--- src/ssp_pkg.sv ---
// shared constants for the strap and status pin block
package ssp_pkg;

	// ==========================================================
	// management register indices
	localparam logic [4:0] REG_CONTROL = 5'h00;
	localparam logic [4:0] REG_CONDITION = 5'h01;
	localparam logic [4:0] REG_ID_HIGH = 5'h02;
	localparam logic [4:0] REG_ID_LOW = 5'h03;
	localparam logic [4:0] REG_ADVERTISE = 5'h04;
	localparam logic [4:0] REG_PARTNER = 5'h05;
	localparam logic [4:0] REG_EXPANSION = 5'h06;
	localparam logic [4:0] REG_NP_TX = 5'h07;
	localparam logic [4:0] REG_NP_PARTNER = 5'h08;
	localparam logic [4:0] REG_RESV_FIRST = 5'h09;
	localparam logic [4:0] REG_RESV_LAST = 5'h0f;
	localparam logic [4:0] REG_LED_CFG = 5'h14;

	// ==========================================================
	// control register fields
	localparam int CTL_SOFT_RESET = 15;
	localparam int CTL_ISOLATE = 10;
	localparam int CTL_AN_RESTART = 9;
	localparam logic [15:0] CTL_RESET = 16'h3100;
	localparam logic [15:0] CTL_WR_MASK = 16'h7d80;

	// condition register: fixed ability bits, link bit position
	localparam logic [15:0] COND_FIXED = 16'h7809;
	localparam int COND_LINK = 2;

	// other reset values
	localparam logic [15:0] ADV_RESET = 16'h01e1;
	localparam logic [15:0] NP_RESET = 16'h2001;
	localparam logic [15:0] LED_CFG_RESET = 16'h0010;

	// led configuration fields: pin a in [3:0], pin b in [7:4]
	localparam int LED_SEL_W = 4;
	localparam logic [3:0] SEL_LINK = 4'h0;
	localparam logic [3:0] SEL_ACTIVITY = 4'h1;
	localparam logic [3:0] SEL_TX = 4'h2;
	localparam logic [3:0] SEL_RX = 4'h3;
	localparam logic [3:0] SEL_COLLISION = 4'h4;
	localparam logic [3:0] SEL_SPEED = 4'h5;
	localparam logic [3:0] SEL_DUPLEX = 4'h6;

	// ==========================================================
	// timing: synchroniser depth before straps are sampled
	localparam logic [1:0] SETTLE_CYCLES = 2'h2;

	// ==========================================================
	// start-up phases
	typedef enum logic [1:0] {
		PH_SETTLE = 2'b00,
		PH_SAMPLE = 2'b01,
		PH_RUN = 2'b10
	} ssp_phase_type;

endpackage

--- src/ssp_pin_cell.sv ---
// one shared strap / status pin: synchroniser, strap latch and indicator driver
`timescale 1ns/1ps

module ssp_pin_cell
(
	input wire logic i_mclk,
	input wire logic i_arst_n,
	input wire logic i_pin_in,
	input wire logic i_sample,
	input wire logic i_event,
	output logic o_pin_out,
	output logic o_pin_oe,
	output logic o_strap
);

	typedef struct packed {
		logic sync1;
		logic sync2;
		logic strap;
		logic oe;
		logic out;
	} ssp_cell_type;

	ssp_cell_type state_reg;
	ssp_cell_type state_next;

	// ==========================================================
	// next state
	always_comb
	begin
		state_next = state_reg;
		state_next.sync1 = i_pin_in;
		state_next.sync2 = state_reg.sync1;
		// latch the pad once, then turn the pin round for good
		if (i_sample)
		begin
			state_next.strap = state_reg.sync2;
			state_next.oe = 1'b1;
		end
		// lit level is the inverse of the strap, dark level equals it
		state_next.out = state_next.oe ? (i_event ^ state_next.strap) : 1'b0;
	end

	// only the async reset clears the latch; soft reset never reaches here
	always_ff @(posedge i_mclk or negedge i_arst_n)
	begin
		if (!i_arst_n)
			state_reg <= '0;
		else
			state_reg <= state_next;
	end

	assign o_pin_out = state_reg.out;
	assign o_pin_oe = state_reg.oe;
	assign o_strap = state_reg.strap;

endmodule // ssp_pin_cell

--- src/ssp_strap_led.sv ---
// strap sampling, status indicator pins and management register space
`timescale 1ns/1ps

// Function
// - During power-on or hardware reset each shared pin is an input whose level is latched on leaving reset.
// - After the straps are latched each shared pin becomes an output driving an indicator.
// - A software reset leaves the latched straps and the pin state alone.
// - During a software reset every shared pin stays an output.
// - An active event drives the pin to the inverse of its latched level.
// - The board pulls each pin firmly; the latched levels form the management address.
// - A latched management address of zero puts the MAC-side outputs in high impedance.
// - The event shown on each pin is chosen by register 20 of the first register bank.
// - Each pin can show link, activity, transmit, receive, collision, speed or duplex.
// - The space holds 32 registers: control, condition, identifier, negotiation, reserved, vendor.
module ssp_strap_led
#(
	parameter logic [15:0] ID_HIGH = 16'h1234, // arbitrary value
	parameter logic [15:0] ID_LOW = 16'h5670 // arbitrary value
)
(
	input wire logic i_mclk,
	input wire logic i_arst_n,
	input wire logic [1:0] i_pin_in,
	output logic [1:0] o_pin_out,
	output logic [1:0] o_pin_oe,
	output logic [1:0] o_mgmt_addr,
	output logic o_mac_hiz,
	output logic o_soft_reset,
	input wire logic i_link_up,
	input wire logic i_activity,
	input wire logic i_tx_active,
	input wire logic i_rx_active,
	input wire logic i_collision,
	input wire logic i_speed_100,
	input wire logic i_full_duplex,
	input wire logic [4:0] i_reg_addr,
	input wire logic i_reg_wr,
	input wire logic i_reg_rd,
	input wire logic [15:0] i_reg_wdata,
	output logic [15:0] o_reg_rdata
);

	typedef struct packed {
		ssp_pkg::ssp_phase_type phase;
		logic [1:0] settle;
		logic sw_rst;
		logic [15:0] ctrl;
		logic [15:0] adv;
		logic [15:0] np;
		logic [15:0] led_cfg;
		logic [15:0] rdata;
	} ssp_state_type;

	ssp_state_type state_reg;
	ssp_state_type state_next;
	logic [1:0] ev_vec;
	logic [1:0] strap;
	logic sample;

	// ==========================================================
	// event selection, shared by both pins
	function automatic logic ssp_pick(input logic [3:0] sel, input logic [6:0] evs);
		logic r;
		r = 1'b0;
		unique case (sel)
			ssp_pkg::SEL_LINK: r = evs[0];
			ssp_pkg::SEL_ACTIVITY: r = evs[1];
			ssp_pkg::SEL_TX: r = evs[2];
			ssp_pkg::SEL_RX: r = evs[3];
			ssp_pkg::SEL_COLLISION: r = evs[4];
			ssp_pkg::SEL_SPEED: r = evs[5];
			ssp_pkg::SEL_DUPLEX: r = evs[6];
			default: r = 1'b0; // unused codes keep the indicator dark
		endcase
		return r;
	endfunction

	// ==========================================================
	// pin cells
	assign sample = (state_reg.phase == ssp_pkg::PH_SAMPLE);

	generate
		for (genvar g = 0; g < 2; g++)
		begin : g_pin
			// each pin chooses its own event from its config field
			assign ev_vec[g] = ssp_pick(state_reg.led_cfg[g*ssp_pkg::LED_SEL_W +: ssp_pkg::LED_SEL_W],
				{i_full_duplex, i_speed_100, i_collision, i_rx_active, i_tx_active,
				i_activity, i_link_up});
			ssp_pin_cell u_cell
			(
				.i_mclk(i_mclk),
				.i_arst_n(i_arst_n),
				.i_pin_in(i_pin_in[g]),
				.i_sample(sample),
				.i_event(ev_vec[g]),
				.o_pin_out(o_pin_out[g]),
				.o_pin_oe(o_pin_oe[g]),
				.o_strap(strap[g])
			);
		end
	endgenerate

	// ==========================================================
	// start-up sequence, soft reset and register access
	always_comb
	begin
		state_next = state_reg;
		state_next.sw_rst = 1'b0;
		state_next.ctrl[ssp_pkg::CTL_SOFT_RESET] = 1'b0;
		state_next.ctrl[ssp_pkg::CTL_AN_RESTART] = 1'b0;
		unique case (state_reg.phase)
			// wait for the synchronisers to fill so the sample is the pad level
			ssp_pkg::PH_SETTLE:
			begin
				state_next.settle = state_reg.settle + 2'h1;
				if (state_reg.settle == ssp_pkg::SETTLE_CYCLES - 2'h1)
					state_next.phase = ssp_pkg::PH_SAMPLE;
			end
			ssp_pkg::PH_SAMPLE:
				state_next.phase = ssp_pkg::PH_RUN;
			ssp_pkg::PH_RUN:
				state_next.phase = ssp_pkg::PH_RUN;
			default:
				state_next.phase = ssp_pkg::PH_SETTLE;
		endcase
		// registers return to defaults; straps and pin direction do not
		if (state_reg.sw_rst)
		begin
			state_next.ctrl = ssp_pkg::CTL_RESET;
			state_next.adv = ssp_pkg::ADV_RESET;
			state_next.np = ssp_pkg::NP_RESET;
			state_next.led_cfg = ssp_pkg::LED_CFG_RESET;
		end
		else if (i_reg_wr)
		begin
			unique case (i_reg_addr)
				ssp_pkg::REG_CONTROL:
				begin
					state_next.ctrl = i_reg_wdata & ssp_pkg::CTL_WR_MASK;
					state_next.sw_rst = i_reg_wdata[ssp_pkg::CTL_SOFT_RESET];
				end
				ssp_pkg::REG_ADVERTISE: state_next.adv = i_reg_wdata;
				ssp_pkg::REG_NP_TX: state_next.np = i_reg_wdata;
				ssp_pkg::REG_LED_CFG: state_next.led_cfg = i_reg_wdata;
				default: ;
			endcase
		end
		// read map: 32 entries, reserved and unknown vendor ones read zero
		if (i_reg_rd)
		begin
			unique case (i_reg_addr)
				ssp_pkg::REG_CONTROL: state_next.rdata = state_reg.ctrl;
				ssp_pkg::REG_CONDITION:
					state_next.rdata = ssp_pkg::COND_FIXED | ({15'h0000, i_link_up} << ssp_pkg::COND_LINK);
				ssp_pkg::REG_ID_HIGH: state_next.rdata = ID_HIGH;
				ssp_pkg::REG_ID_LOW: state_next.rdata = ID_LOW;
				ssp_pkg::REG_ADVERTISE: state_next.rdata = state_reg.adv;
				ssp_pkg::REG_NP_TX: state_next.rdata = state_reg.np;
				ssp_pkg::REG_LED_CFG: state_next.rdata = state_reg.led_cfg;
				default: state_next.rdata = 16'h0000; // partner regs have no source here
			endcase
		end
	end

	always_ff @(posedge i_mclk or negedge i_arst_n)
	begin
		if (!i_arst_n)
		begin
			state_reg <= '0;
			state_reg.phase <= ssp_pkg::PH_SETTLE;
			state_reg.ctrl <= ssp_pkg::CTL_RESET;
			state_reg.adv <= ssp_pkg::ADV_RESET;
			state_reg.np <= ssp_pkg::NP_RESET;
			state_reg.led_cfg <= ssp_pkg::LED_CFG_RESET;
		end
		else
			state_reg <= state_next;
	end

	// ==========================================================
	// outputs
	assign o_mgmt_addr = strap;
	// straps unknown until latched, so the MAC side stays off till then
	assign o_mac_hiz = (state_reg.phase != ssp_pkg::PH_RUN) || (strap == 2'b00)
		|| state_reg.ctrl[ssp_pkg::CTL_ISOLATE];
	assign o_soft_reset = state_reg.sw_rst;
	assign o_reg_rdata = state_reg.rdata;

	logic run;
	assign run = (state_reg.phase == ssp_pkg::PH_RUN);
endmodule // ssp_strap_led

--- config.mk ---
export PLATFORM = sky130hd
export DESIGN_NAME = ssp_strap_led
export DESIGN_NICKNAME = d
export VERILOG_FILES = /design/src/ssp_pkg.sv /design/src/ssp_pin_cell.sv /design/src/ssp_strap_led.sv
export SDC_FILE = /design/constraint.sdc
export NUM_CORES = 1
export LEC_CHECK = 0
export ABC_AREA = 0
export BUFFER_PORTS_ARGS = -buffer_cell sky130_fd_sc_hd__buf_2
export CORE_AREA = 2 2 108 100
export CTS_CLUSTER_DIAMETER = 50
export CTS_CLUSTER_SIZE = 28
export DETAILED_ROUTE_END_ITERATION = 8
export DIE_AREA = 0 0 110 102
export GPL_TIMING_DRIVEN = 0
export PLACE_DENSITY = 0.67
export SLEW_MARGIN = 10
export SYNTH_ARGS = -nofsm -noshare
export SYNTH_HDL_FRONTEND = slang
export SYNTH_HIERARCHICAL = 1
export SYNTH_SLANG_ARGS = --single-unit
--- constraint.sdc ---
create_clock -name i_mclk -period 2.9 [get_ports i_mclk]
set_clock_uncertainty 0.2 [all_clocks]
set_input_delay 0.29 -clock i_mclk [delete_from_list [all_inputs] [get_ports i_mclk]]
set_output_delay 0.29 -clock i_mclk [all_outputs]
set_load 0.01 [all_outputs]
==> results of run 1 <==
==> worst min-delay path: cells and delay by family <==
kind / cells / cell delay (ps)
buffers and inverters: 1 / 140
AND/OR/NAND/NOR: 1 / 60
AO/OA/AOI/OAI: 1 / 50
==> power by group through the flow <==
stage	Clock, mW	Sequential (mW)	Combinational (mW)
detailed placement	0	1.53	0.444
global placement	0	1.52	0.425
CTS	0.985	1.51	0.465
floorplan	0	1.50	0.289
global route	1.04	1.53	0.521
finish	0.978	1.51	0.464
==> kinds of logic (layout without fill, tap and decap cells) <==
group,Yosys count,in the layout,share of synthesized area (%)
buf+inv,66,155,8.823
compound gates,103,103,14.54
simple gates,188,188,21.97
flops,86,86,48.95
fa+ha+maj,5,5,1.414
mux,15,15,4.101
xor+xnor,1,1,0.1980
==> layout by cell type (no fill, tap or decap), drive strengths merged, types with 3 or more instances in the layout <==
cell type	netlist	final
dlygate4sd3	0	17
nand2	93	93
buf	39	95
nand3b	18	18
dfstp	11	11
mux2	5	5
a21oi	60	60
nand2b	3	3
o22ai	13	13
nand3	29	29
and3	4	4
mux2i	8	8
nor3	3	3
or2b	3	3
a221oi	8	8
or3b	7	7
or2	4	4
inv	18	19
o21ai	6	6
clkbuf	9	19
ha	5	5
dfrtp	75	75
nor2	9	9
and2	3	3
==> metrics by stage <==
| step | instances | util, % | hold slack (ps) | setup WS, ps | instance area, um^2 |
|---|---|---|---|---|---|
| after global placement | 648 | 48.47 | 133.4 | 645.0 | 4861 |
| after floorplan | 464 | - | -205.6 | 1263 | 4424 |
| final | 682 | 52.78 | 11.15 | 1122 | 5293 |
| after global routing | 682 | 52.78 | 20.67 | 970.9 | 5293 |
| after detailed placement | 649 | 48.77 | 50.70 | 812.9 | 4891 |
| after CTS | 682 | 52.78 | 0.08810 | 1107 | 5293 |
==> metal layers <==
| layer | wire length [um] | share of wire, % | up-vias |
|---|---|---|---|
| met3 | 803 | 6.6 | 18 |
| met1 | 5617 | 46 | 1830 |
| li1 | - | - | 1768 |
| met4 | 266 | 2.2 | 0 |
| met2 | 5474 | 45 | 138 |
| met5 | 0 | 0 | - |
==> final cells by class <==
type                    instances  area [um^2]  area share, %
flip-flops and latches         86         2166          40.92
multi-input cells             312         1868          35.30
repair buffers                 73        475.5          8.983
plain buffers                  48        322.8          6.099
well taps                     129        161.4          3.050
clock buffers                  10        137.6          2.600
clock inverters                 6        93.84          1.773
inverters                      18        67.56          1.277
==> worst paths after layout <==
kind / startpoint / end / slack, ps / depth (start not counted)
max reg2reg: state_reg[21] / g_pin[1].u_cell/o_pin_out / 1120 / 5
min in group asynchronous: i_arst_n / o_reg_rdata[3] / 190 / 2
max in group asynchronous: i_arst_n / state_reg[77] / 1640 / 3
min reg2reg: g_pin[0].u_cell/state_next[3] / g_pin[0].u_cell/state_reg[3] / 160 / 0
max: state_reg[21] / g_pin[1].u_cell/o_pin_out / 1120 / 5
min: i_reg_wdata[14] / state_reg[46] / 10 / 3
==> timing repair <==
item / in CTS / in global routing
endpoints found under the hold margin: 59 / 0
hold buffers: 17 / 0
setup endpoints to repair: 0 / 0
==> reports/metrics.cfg, run 1 <==
[run_status]
status=complete, no violations

[detailed_routing]
via_count=3754
drcViolationCount=0
drtPass1Iterations=5
wl_mm=12.16
wl_per_cell_um=17.83
drt_iter0_markers=326
viasPerCell=5.504
ant_nets=0

[finish]
n_antenna_cell=0
nFillCells=914
area_delta_synth_final_pct=19.63
largest_register_ffs=59
fin_nets=587
drive_gt1_share_pct=25.32

[grt]
grtUsageMet1_pct=32.57
antenna_found_initial=0
grt_pass1_vias=3645
grt_pass1_wl_mm=19.40
grt_start_max_net_pins=57
met2_usage_pct=35.54
busiest_layer=met2
grtUsageTotal_pct=23.15
overflow=0
grt_util_met3_pct=4.911

[worst_setup_path]
cp_data_arrival_time_ps=1810
cpMaxStageDelayCell=mux4_2
critPathMaxStageDelay_ps=520
startpoint_type=register
path_class=register to register
critical_path.max_fanout=5
cp_data_required_time_ps=2940
cp-end-kind=register
crit_chain=mux4_2 -> o21ai_0 -> nor2_1 -> a21oi_1 -> a32oi_1
critical_path_buf_inv_count=0
cpLargestDelayFamily=multiplexers

[timing]
finalSetupTns_ps=0
min_period_ps=1778
timing.fmax_mhz=562.5
worst_slew_pin_slew_ps=777.3
finalCritPeriodShare_pct=61.30
finalSetupViolations=0
final_max_slew_viol_count=0
hold_viol_final=0
rsz0062_at_grt=no
slew-limit-headroom_pct=47.70

[yosys]
synth_top_area_cell=dfrtp_1
synth_flop_cell=dfrtp_1
syn_area_mm2=0.004424
synth_top_cell_area_share_pct=42.42
ys_seq_area_share_pct=48.95
synthesis.nets=503
ys_warn_count=6
synthArstFlopShare_pct=100.0
synth_edf_count=0
netlist_instances=464
syn_avg_cell_area_um2=9.535
synth_area_leaders=dfrtp_1 42%, nand2_1 7.9%, a21oi_1 6.8%, dfstp_2 6.5%, buf_4 3.7%
synth_commonest_cells=93 x nand2_1, 75 x dfrtp_1, 60 x a21oi_1
ys_seq_elements=86
ys_types=56
post-synth-top-count-cell=nand2_1

[clocking]
clkLatencyLatePin_ps=370
cts_buffers=9
cts_tree=built
postCtsSetupBuffers=0
clkTransAtPathRegs_ps=90
cts_resized=0
clk_path_buf_depth=2
cts_max_level=3
clk_root_buffer_cell=clkbuf_8
cts.sink_count=86

[power]
powerDensity_mw_per_mm2=558.4
total_power_mw=2.955
leakagePower_nw=2.357
clock_power_share_pct=33.1
seqPwrFrac_pct=51.2
p_int_mw=2.124
peakVddDrop_mv=0.2864
p_comb_share_pct=15.7
swShare_pct=28.14
power.switching_mw=0.8317

[placement]
dp_hpwl_mm=8.576
portBuffers=55
routabilityCongestion=0.9039

[min_path]
hp-class=input port to register

[floorplanning]
rows=35
core-area_mm2=0.01003
fp.dieW_um=110
io_pins=58
initial_utilization_pct=44.12
die_h_um=102
dieArea_mm2=0.01122

[job]
cap_violations=0

Power figures use the tool's default switching activity.
==> run 2: changes to the inputs <==
--- a/config.mk
+++ b/config.mk
@@ -13,7 +13,7 @@
 export DETAILED_ROUTE_END_ITERATION = 8
 export DIE_AREA = 0 0 110 102
 export GPL_TIMING_DRIVEN = 0
-export PLACE_DENSITY = 0.67
+export PLACE_DENSITY = 0.7
 export SLEW_MARGIN = 10
 export SYNTH_ARGS = -nofsm -noshare
 export SYNTH_HDL_FRONTEND = slang
==> constraint.sdc (replaced) <==
create_clock -name i_mclk -period 1.6 [get_ports i_mclk]
set_clock_uncertainty 0.2 [all_clocks]
set_input_delay 0.16 -clock i_mclk [delete_from_list [all_inputs] [get_ports i_mclk]]
set_output_delay 0.16 -clock i_mclk [all_outputs]
set_load 0.01 [all_outputs]
==> run 2 against run 1 <==
Effect of this change:
- the flow now finishes with violations (negative setup slack)
- critical path depth unchanged
- fmax is 5.4% higher
- die area did not move
- power up 80%
- flip-flop and latch count unchanged
- largest power group unchanged
==> reports/metrics.cfg, run 2 (synthesis results as in run 1) <==
[clocking]
cts.sink_count=86  ; unchanged
clk_path_buf_depth=2  ; unchanged
cts_max_level=3  ; unchanged
clkLatencyLatePin_ps=370  ; about the same
clk_root_buffer_cell=clkbuf_8  ; unchanged
cts_tree=built  ; unchanged
cts_buffers=9  ; unchanged
clkTransAtPathRegs_ps=90  ; about the same

[timing]
final_max_slew_viol_count=0  ; unchanged
timing.fmax_mhz=593.2  ; was 562.5 MHz
finalCritPeriodShare_pct=105.4  ; was 61.30%
hold_viol_final=0  ; unchanged
slew-limit-headroom_pct=47.94  ; was 47.70%
min_period_ps=1686  ; was 1778 ps
rsz0062_at_grt=yes  ; was no
worst_slew_pin_slew_ps=778.9  ; was 777.3 ps
finalSetupViolations=2  ; was 0
postLayoutSetupSlackWorst_ps=-85.87  ; was 1122 ps

[finish]
fin_nets=595  ; was 587
largest_register_ffs=59  ; unchanged
final_common_cell=nand2_1  ; unchanged
fin_area_mm2=0.005400  ; was 0.005293 mm^2
drive_gt1_share_pct=28.52  ; was 25.32%
n_antenna_cell=0  ; unchanged
area_delta_synth_final_pct=22.06  ; was 19.63%
layout_common_cells=93 x nand2_1, 73 x dfrtp_1, 62 x buf_2, 56 x a21oi_1, 29 x nand3_1  ; was 93 x nand2_1, 75 x dfrtp_1, 63 x buf_2, 60 x a21oi_1, 29 x nand3_1

[detailed_routing]
via_count=3844  ; was 3754
viasPerCell=5.571  ; was 5.504
wl_mm=12.22  ; was 12.16 mm
wl_per_cell_um=17.70  ; was 17.83 um
drt_iter0_markers=308  ; was 326
ant_nets=0  ; unchanged
drcViolationCount=0  ; unchanged
drtPass1Iterations=5  ; unchanged

[floorplanning]
die_h_um=102  ; unchanged
fp.dieW_um=110  ; unchanged
core-area_mm2=0.01003  ; unchanged
rows=35  ; unchanged
initial_utilization_pct=44.12  ; unchanged
io_pins=58  ; unchanged
dieArea_mm2=0.01122  ; unchanged

[placement]
portBuffers=55  ; unchanged
routabilityCongestion=0.9004  ; was 0.9039
pre_cts_ws_ps=-394.8  ; was 812.9 ps
placedInstanceArea_mm2=0.004891  ; unchanged
dp_hpwl_mm=8.441  ; was 8.576 mm

[power]
peakVddDrop_mv=0.5754  ; was 0.2864 mV
powerDensity_mw_per_mm2=985.7  ; was 558.4 mW/mm^2
total_power_mw=5.323  ; was 2.955 mW
leakagePower_nw=2.407  ; was 2.357 nW

[worst_setup_path]
r2r_setup_slack_ps=-90  ; was 1120 ps
path_class=register to register  ; unchanged
cp_data_arrival_time_ps=1730  ; was 1810 ps
cp-end-kind=register  ; unchanged
critical_path.max_fanout=4  ; was 5
cp_data_required_time_ps=1640  ; was 2940 ps
startpoint_type=register  ; unchanged

[run_status]
violations=negative setup slack
status=complete, but fails checks  ; was complete, no violations

[job]
cap_violations=0  ; unchanged

[min_path]
hp-class=input port to register  ; unchanged

[grt]
grt_pass1_vias=3658  ; was 3645
grt_pass1_wl_mm=19.57  ; was 19.40 mm
antenna_found_initial=0  ; unchanged
grtUsageTotal_pct=23.37  ; was 23.15%
overflow=0  ; unchanged
grt_start_max_net_pins=46  ; was 57

-- run 2: metrics by stage --
stage                     utilization (%)  TNS [ps]  hold WS (ps)  cells
after floorplan                         -         0        -335.6    464
after global placement              48.47    -52120         68.15    648
after detailed placement            48.77    -12280        -6.021    649
after CTS                           53.45    -57.28         55.66    689
after global routing                53.85    -232.9         80.71    690
final                               53.85    -98.48         46.16    690
-- run 2: metal layers --
metal / share of wire (%) / GRT usage, % / vias to the layer above
met5: 0 / 0 / -
met4: 1.3 / 6.621 / 0
met3: 7.7 / 4.974 / 16
met2: 48 / 36.90 / 161
met1: 43 / 32.62 / 1881
li1: - / - / 1786
-- run 2: worst max-delay path, stage by stage, from the launching register on --
cell	delay, ps
dfrtp_2	410
mux4_2	510
o21ai_2	180
nor2_2	70
a21oi_2	100
a32oi_1	70
-- run 2: cell type report --
type / instances / area (um^2)
Clock buffer: 11 / 131.4
Multi-Input combinational cell: 312 / 1912
Inverter: 18 / 67.56
Timing Repair Buffer: 81 / 546.8
Buffer: 48 / 330.3
Tap cell: 129 / 161.4
Clock inverter: 5 / 82.58
Fill cell: 949 / 4628
Sequential cell: 86 / 2168
-- run 2: final timing paths --
| kind | cells after the start | to | startpoint |
|---|---|---|---|
| max reg2reg | 5 | g_pin[1].u_cell/o_pin_out | state_reg[21] |
| max in group asynchronous | 3 | state_reg[76] | i_arst_n |
| max | 5 | g_pin[1].u_cell/o_pin_out | state_reg[21] |
| min in group asynchronous | 2 | state_reg[31] | i_arst_n |
| min reg2reg | 0 | g_pin[1].u_cell/state_reg[3] | g_pin[1].u_cell/state_next[3] |
| min | 3 | o_reg_rdata[1] | i_reg_rd |
-- run 2: where the power goes --
part / switching [mW] / internal [mW] / leakage [nW] / total [mW]
sequential: 0.208 / 2.53 / 1.08 / 2.74
combinational: 0.476 / 0.434 / 1.22 / 0.910
clock: 0.791 / 0.887 / 0.108 / 1.68
total: 1.48 / 3.85 / 2.41 / 5.32
-- run 2: what timing repair did --
item,in CTS,in global routing
endpoints found under the hold margin,100,0
resized for setup,14,9
pin swaps,1,6
setup buffers,4,1
setup endpoints to repair,20,6
hold buffers,20,0
==> run 3: changes to the inputs <==
--- a/config.mk
+++ b/config.mk
@@ -14,6 +14,7 @@
 export DIE_AREA = 0 0 110 102
 export GPL_TIMING_DRIVEN = 0
 export PLACE_DENSITY = 0.7
+export RECOVER_POWER = 50
 export SLEW_MARGIN = 10
 export SYNTH_ARGS = -nofsm -noshare
 export SYNTH_HDL_FRONTEND = slang
==> run 3 against run 2 <==
Effect of this change:
- the flow still finishes with violations (negative setup slack)
- critical path depth stayed put
- sequential power is essentially flat
- die area stayed put
- sequential share of layout area increased by 0.056 points
- critical endpoint unchanged
- largest power group unchanged
==> reports/metrics.cfg, run 3 (synthesis results as in run 1) <==
[run_status]
status=complete, but fails checks  ; unchanged
violations=negative setup slack  ; unchanged

[floorplanning]
dieArea_mm2=0.01122  ; unchanged
core-area_mm2=0.01003  ; unchanged
initial_utilization_pct=44.12  ; unchanged
fp.dieW_um=110  ; unchanged
rows=35  ; unchanged
io_pins=58  ; unchanged
die_h_um=102  ; unchanged

[power]
p_comb_share_pct=17.0  ; was 17.1%
clock_power_share_pct=31.5  ; about the same
swShare_pct=27.74  ; was 27.71%
leakagePower_nw=2.395  ; was 2.407 nW
powerDensity_mw_per_mm2=986.2  ; was 985.7 mW/mm^2
seqPwrFrac_pct=51.4  ; about the same
p_int_mw=3.843  ; was 3.848 mW
power.switching_mw=1.475  ; about the same
peakVddDrop_mv=0.5637  ; was 0.5754 mV
total_power_mw=5.318  ; was 5.323 mW

[finish]
fin_area_mm2=0.005393  ; was 0.005400 mm^2
area_delta_synth_final_pct=21.89  ; was 22.06%
fin_util_pct=53.77  ; was 53.85%
largest_register_ffs=59  ; unchanged
instances_no_fill=690  ; unchanged
drive_gt1_share_pct=27.63  ; was 28.52%
final_common_cell=nand2_1  ; unchanged
n_antenna_cell=0  ; unchanged
fin_nets=595  ; unchanged
layout_common_cells=93 x nand2_1, 73 x dfrtp_1, 59 x buf_2, 56 x a21oi_1, 29 x nand3_1  ; was 93 x nand2_1, 73 x dfrtp_1, 62 x buf_2, 56 x a21oi_1, 29 x nand3_1

[detailed_routing]
wl_mm=12.20  ; was 12.22 mm
viasPerCell=5.571  ; unchanged
drt_iter0_markers=308  ; unchanged
ant_nets=0  ; unchanged
wl_per_cell_um=17.68  ; was 17.70 um
via_count=3844  ; unchanged
drtPass1Iterations=5  ; unchanged
drcViolationCount=0  ; unchanged

[worst_setup_path]
cp_data_arrival_time_ps=1720  ; was 1730 ps
path_class=register to register  ; unchanged
reg2reg_from=state_reg[21]  ; unchanged
critical_path.max_fanout=4  ; unchanged
worstRegToRegCells=5  ; unchanged
startpoint_type=register  ; unchanged
critPathMaxStageDelay_ps=510  ; about the same
cp-end-kind=register  ; unchanged
cp_data_required_time_ps=1640  ; about the same
r2r_setup_slack_ps=-80  ; was -90 ps
crit_chain=mux4_2 -> o21ai_2 -> nor2_2 -> a21oi_2 -> a32oi_1  ; unchanged
rr_endpoint=g_pin[1].u_cell/o_pin_out  ; unchanged
cpMaxStageDelayCell=mux4_2  ; unchanged

[timing]
slew-limit-headroom_pct=33.72  ; was 47.94%
postLayoutSetupSlackWorst_ps=-83.25  ; was -85.87 ps
timing.fmax_mhz=594.1  ; was 593.2 MHz
hold_ws_ps=45.79  ; was 46.16 ps
hold_viol_final=0  ; unchanged
rsz0062_at_grt=yes  ; unchanged
worst_slew_pin_slew_ps=994.2  ; was 778.9 ps
finalCritPeriodShare_pct=105.2  ; was 105.4%
final_max_slew_viol_count=0  ; unchanged
min_period_ps=1683  ; was 1686 ps
finalSetupViolations=2  ; unchanged

[job]
cap_violations=0  ; unchanged

[clocking]
clkLatencyLatePin_ps=370  ; about the same
cts.sink_count=86  ; unchanged
cts_buffers=9  ; unchanged
cts_tree=built  ; unchanged
clk_root_buffer_cell=clkbuf_8  ; unchanged
clk_path_buf_depth=2  ; unchanged
clkTransAtPathRegs_ps=90  ; about the same
cts_max_level=3  ; unchanged

[min_path]
hold_start=i_reg_rd  ; unchanged
hp-class=input port to register  ; unchanged
holdPathEnd=o_reg_rdata[1]  ; unchanged
holdPathStages=3  ; unchanged

[grt]
antenna_found_initial=0  ; unchanged
grtUsageTotal_pct=23.37  ; unchanged
grt_pass1_vias=3658  ; unchanged
grt_start_max_net_pins=46  ; unchanged
overflow=0  ; unchanged
grt_pass1_wl_mm=19.57  ; unchanged

[placement]
dp_hpwl_mm=8.441  ; unchanged
portBuffers=55  ; unchanged
dp.cells=649  ; unchanged
routabilityCongestion=0.9004  ; unchanged
placedInstanceArea_mm2=0.004891  ; unchanged

-- run 3: worst max path at each step --
stage,from,end,slack (ps),cells past startpoint
finish,state_reg[21],g_pin[1].u_cell/o_pin_out,-80,5
floorplan,state_reg[21],g_pin[1].u_cell/o_pin_out,1,5
global route,state_reg[21],g_pin[1].u_cell/o_pin_out,-140,5
CTS,state_reg[21],g_pin[1].u_cell/o_pin_out,-60,5
global placement,i_arst_n,state_reg[38],-530,1
detailed placement,i_reg_addr[2],o_reg_rdata[11],-390,7
-- run 3: power by group through the flow --
stage | registers (mW) | logic, mW | clock network, mW
after floorplan | 2.71 | 0.525 | 0
final | 2.74 | 0.906 | 1.68
after global placement | 2.76 | 0.765 | 0
after global routing | 2.77 | 1.01 | 1.79
after detailed placement | 2.77 | 0.799 | 0
after CTS | 2.73 | 0.882 | 1.70
-- run 3: repair_timing --
item | 4_1_cts | 5_1_grt
endpoints found under the hold margin | 100 | 0
pin swaps | 1 | 6
endpoints found under the setup margin | 20 | 6
cloned | 0 | 0
resized for setup | 14 | 9
setup buffers | 4 | 1
hold buffers | 20 | 0
-- run 3: layout make-up --
class | count | area, um^2
clock inverter | 5 | 82.58
buffer | 48 | 330.3
multi-input combinational | 312 | 1912
tap | 129 | 161.4
sequential | 86 | 2168
fill | 952 | 4636
inverter | 18 | 67.56
timing repair buffer | 81 | 539.3
clock buffer | 11 | 131.4
-- run 3: routing by layer --
metal	vias up	part of all wire, %	GRT usage, %
li1	1785	-	-
met1	1876	44	32.62
met2	167	47	36.90
met3	16	7.7	4.974
met4	0	1.3	6.621
met5	-	0	0
-- run 3: critical path: cells and delay by family, from the launching register on --
kind	cells	cell delay (ps)
mux	1	510
flops	1	410
compound gates	3	350
simple gates	1	70
-- run 3: through the flow --
stage,setup slack (ps),TNS [ps]
3_3_place_gp,-530.8,-52120
2_1_floorplan,1.395,0
3_5_place_dp,-394.8,-12280
6_report,-83.25,-94.65
5_1_grt,-142.9,-738.3
4_1_cts,-57.28,-57.28
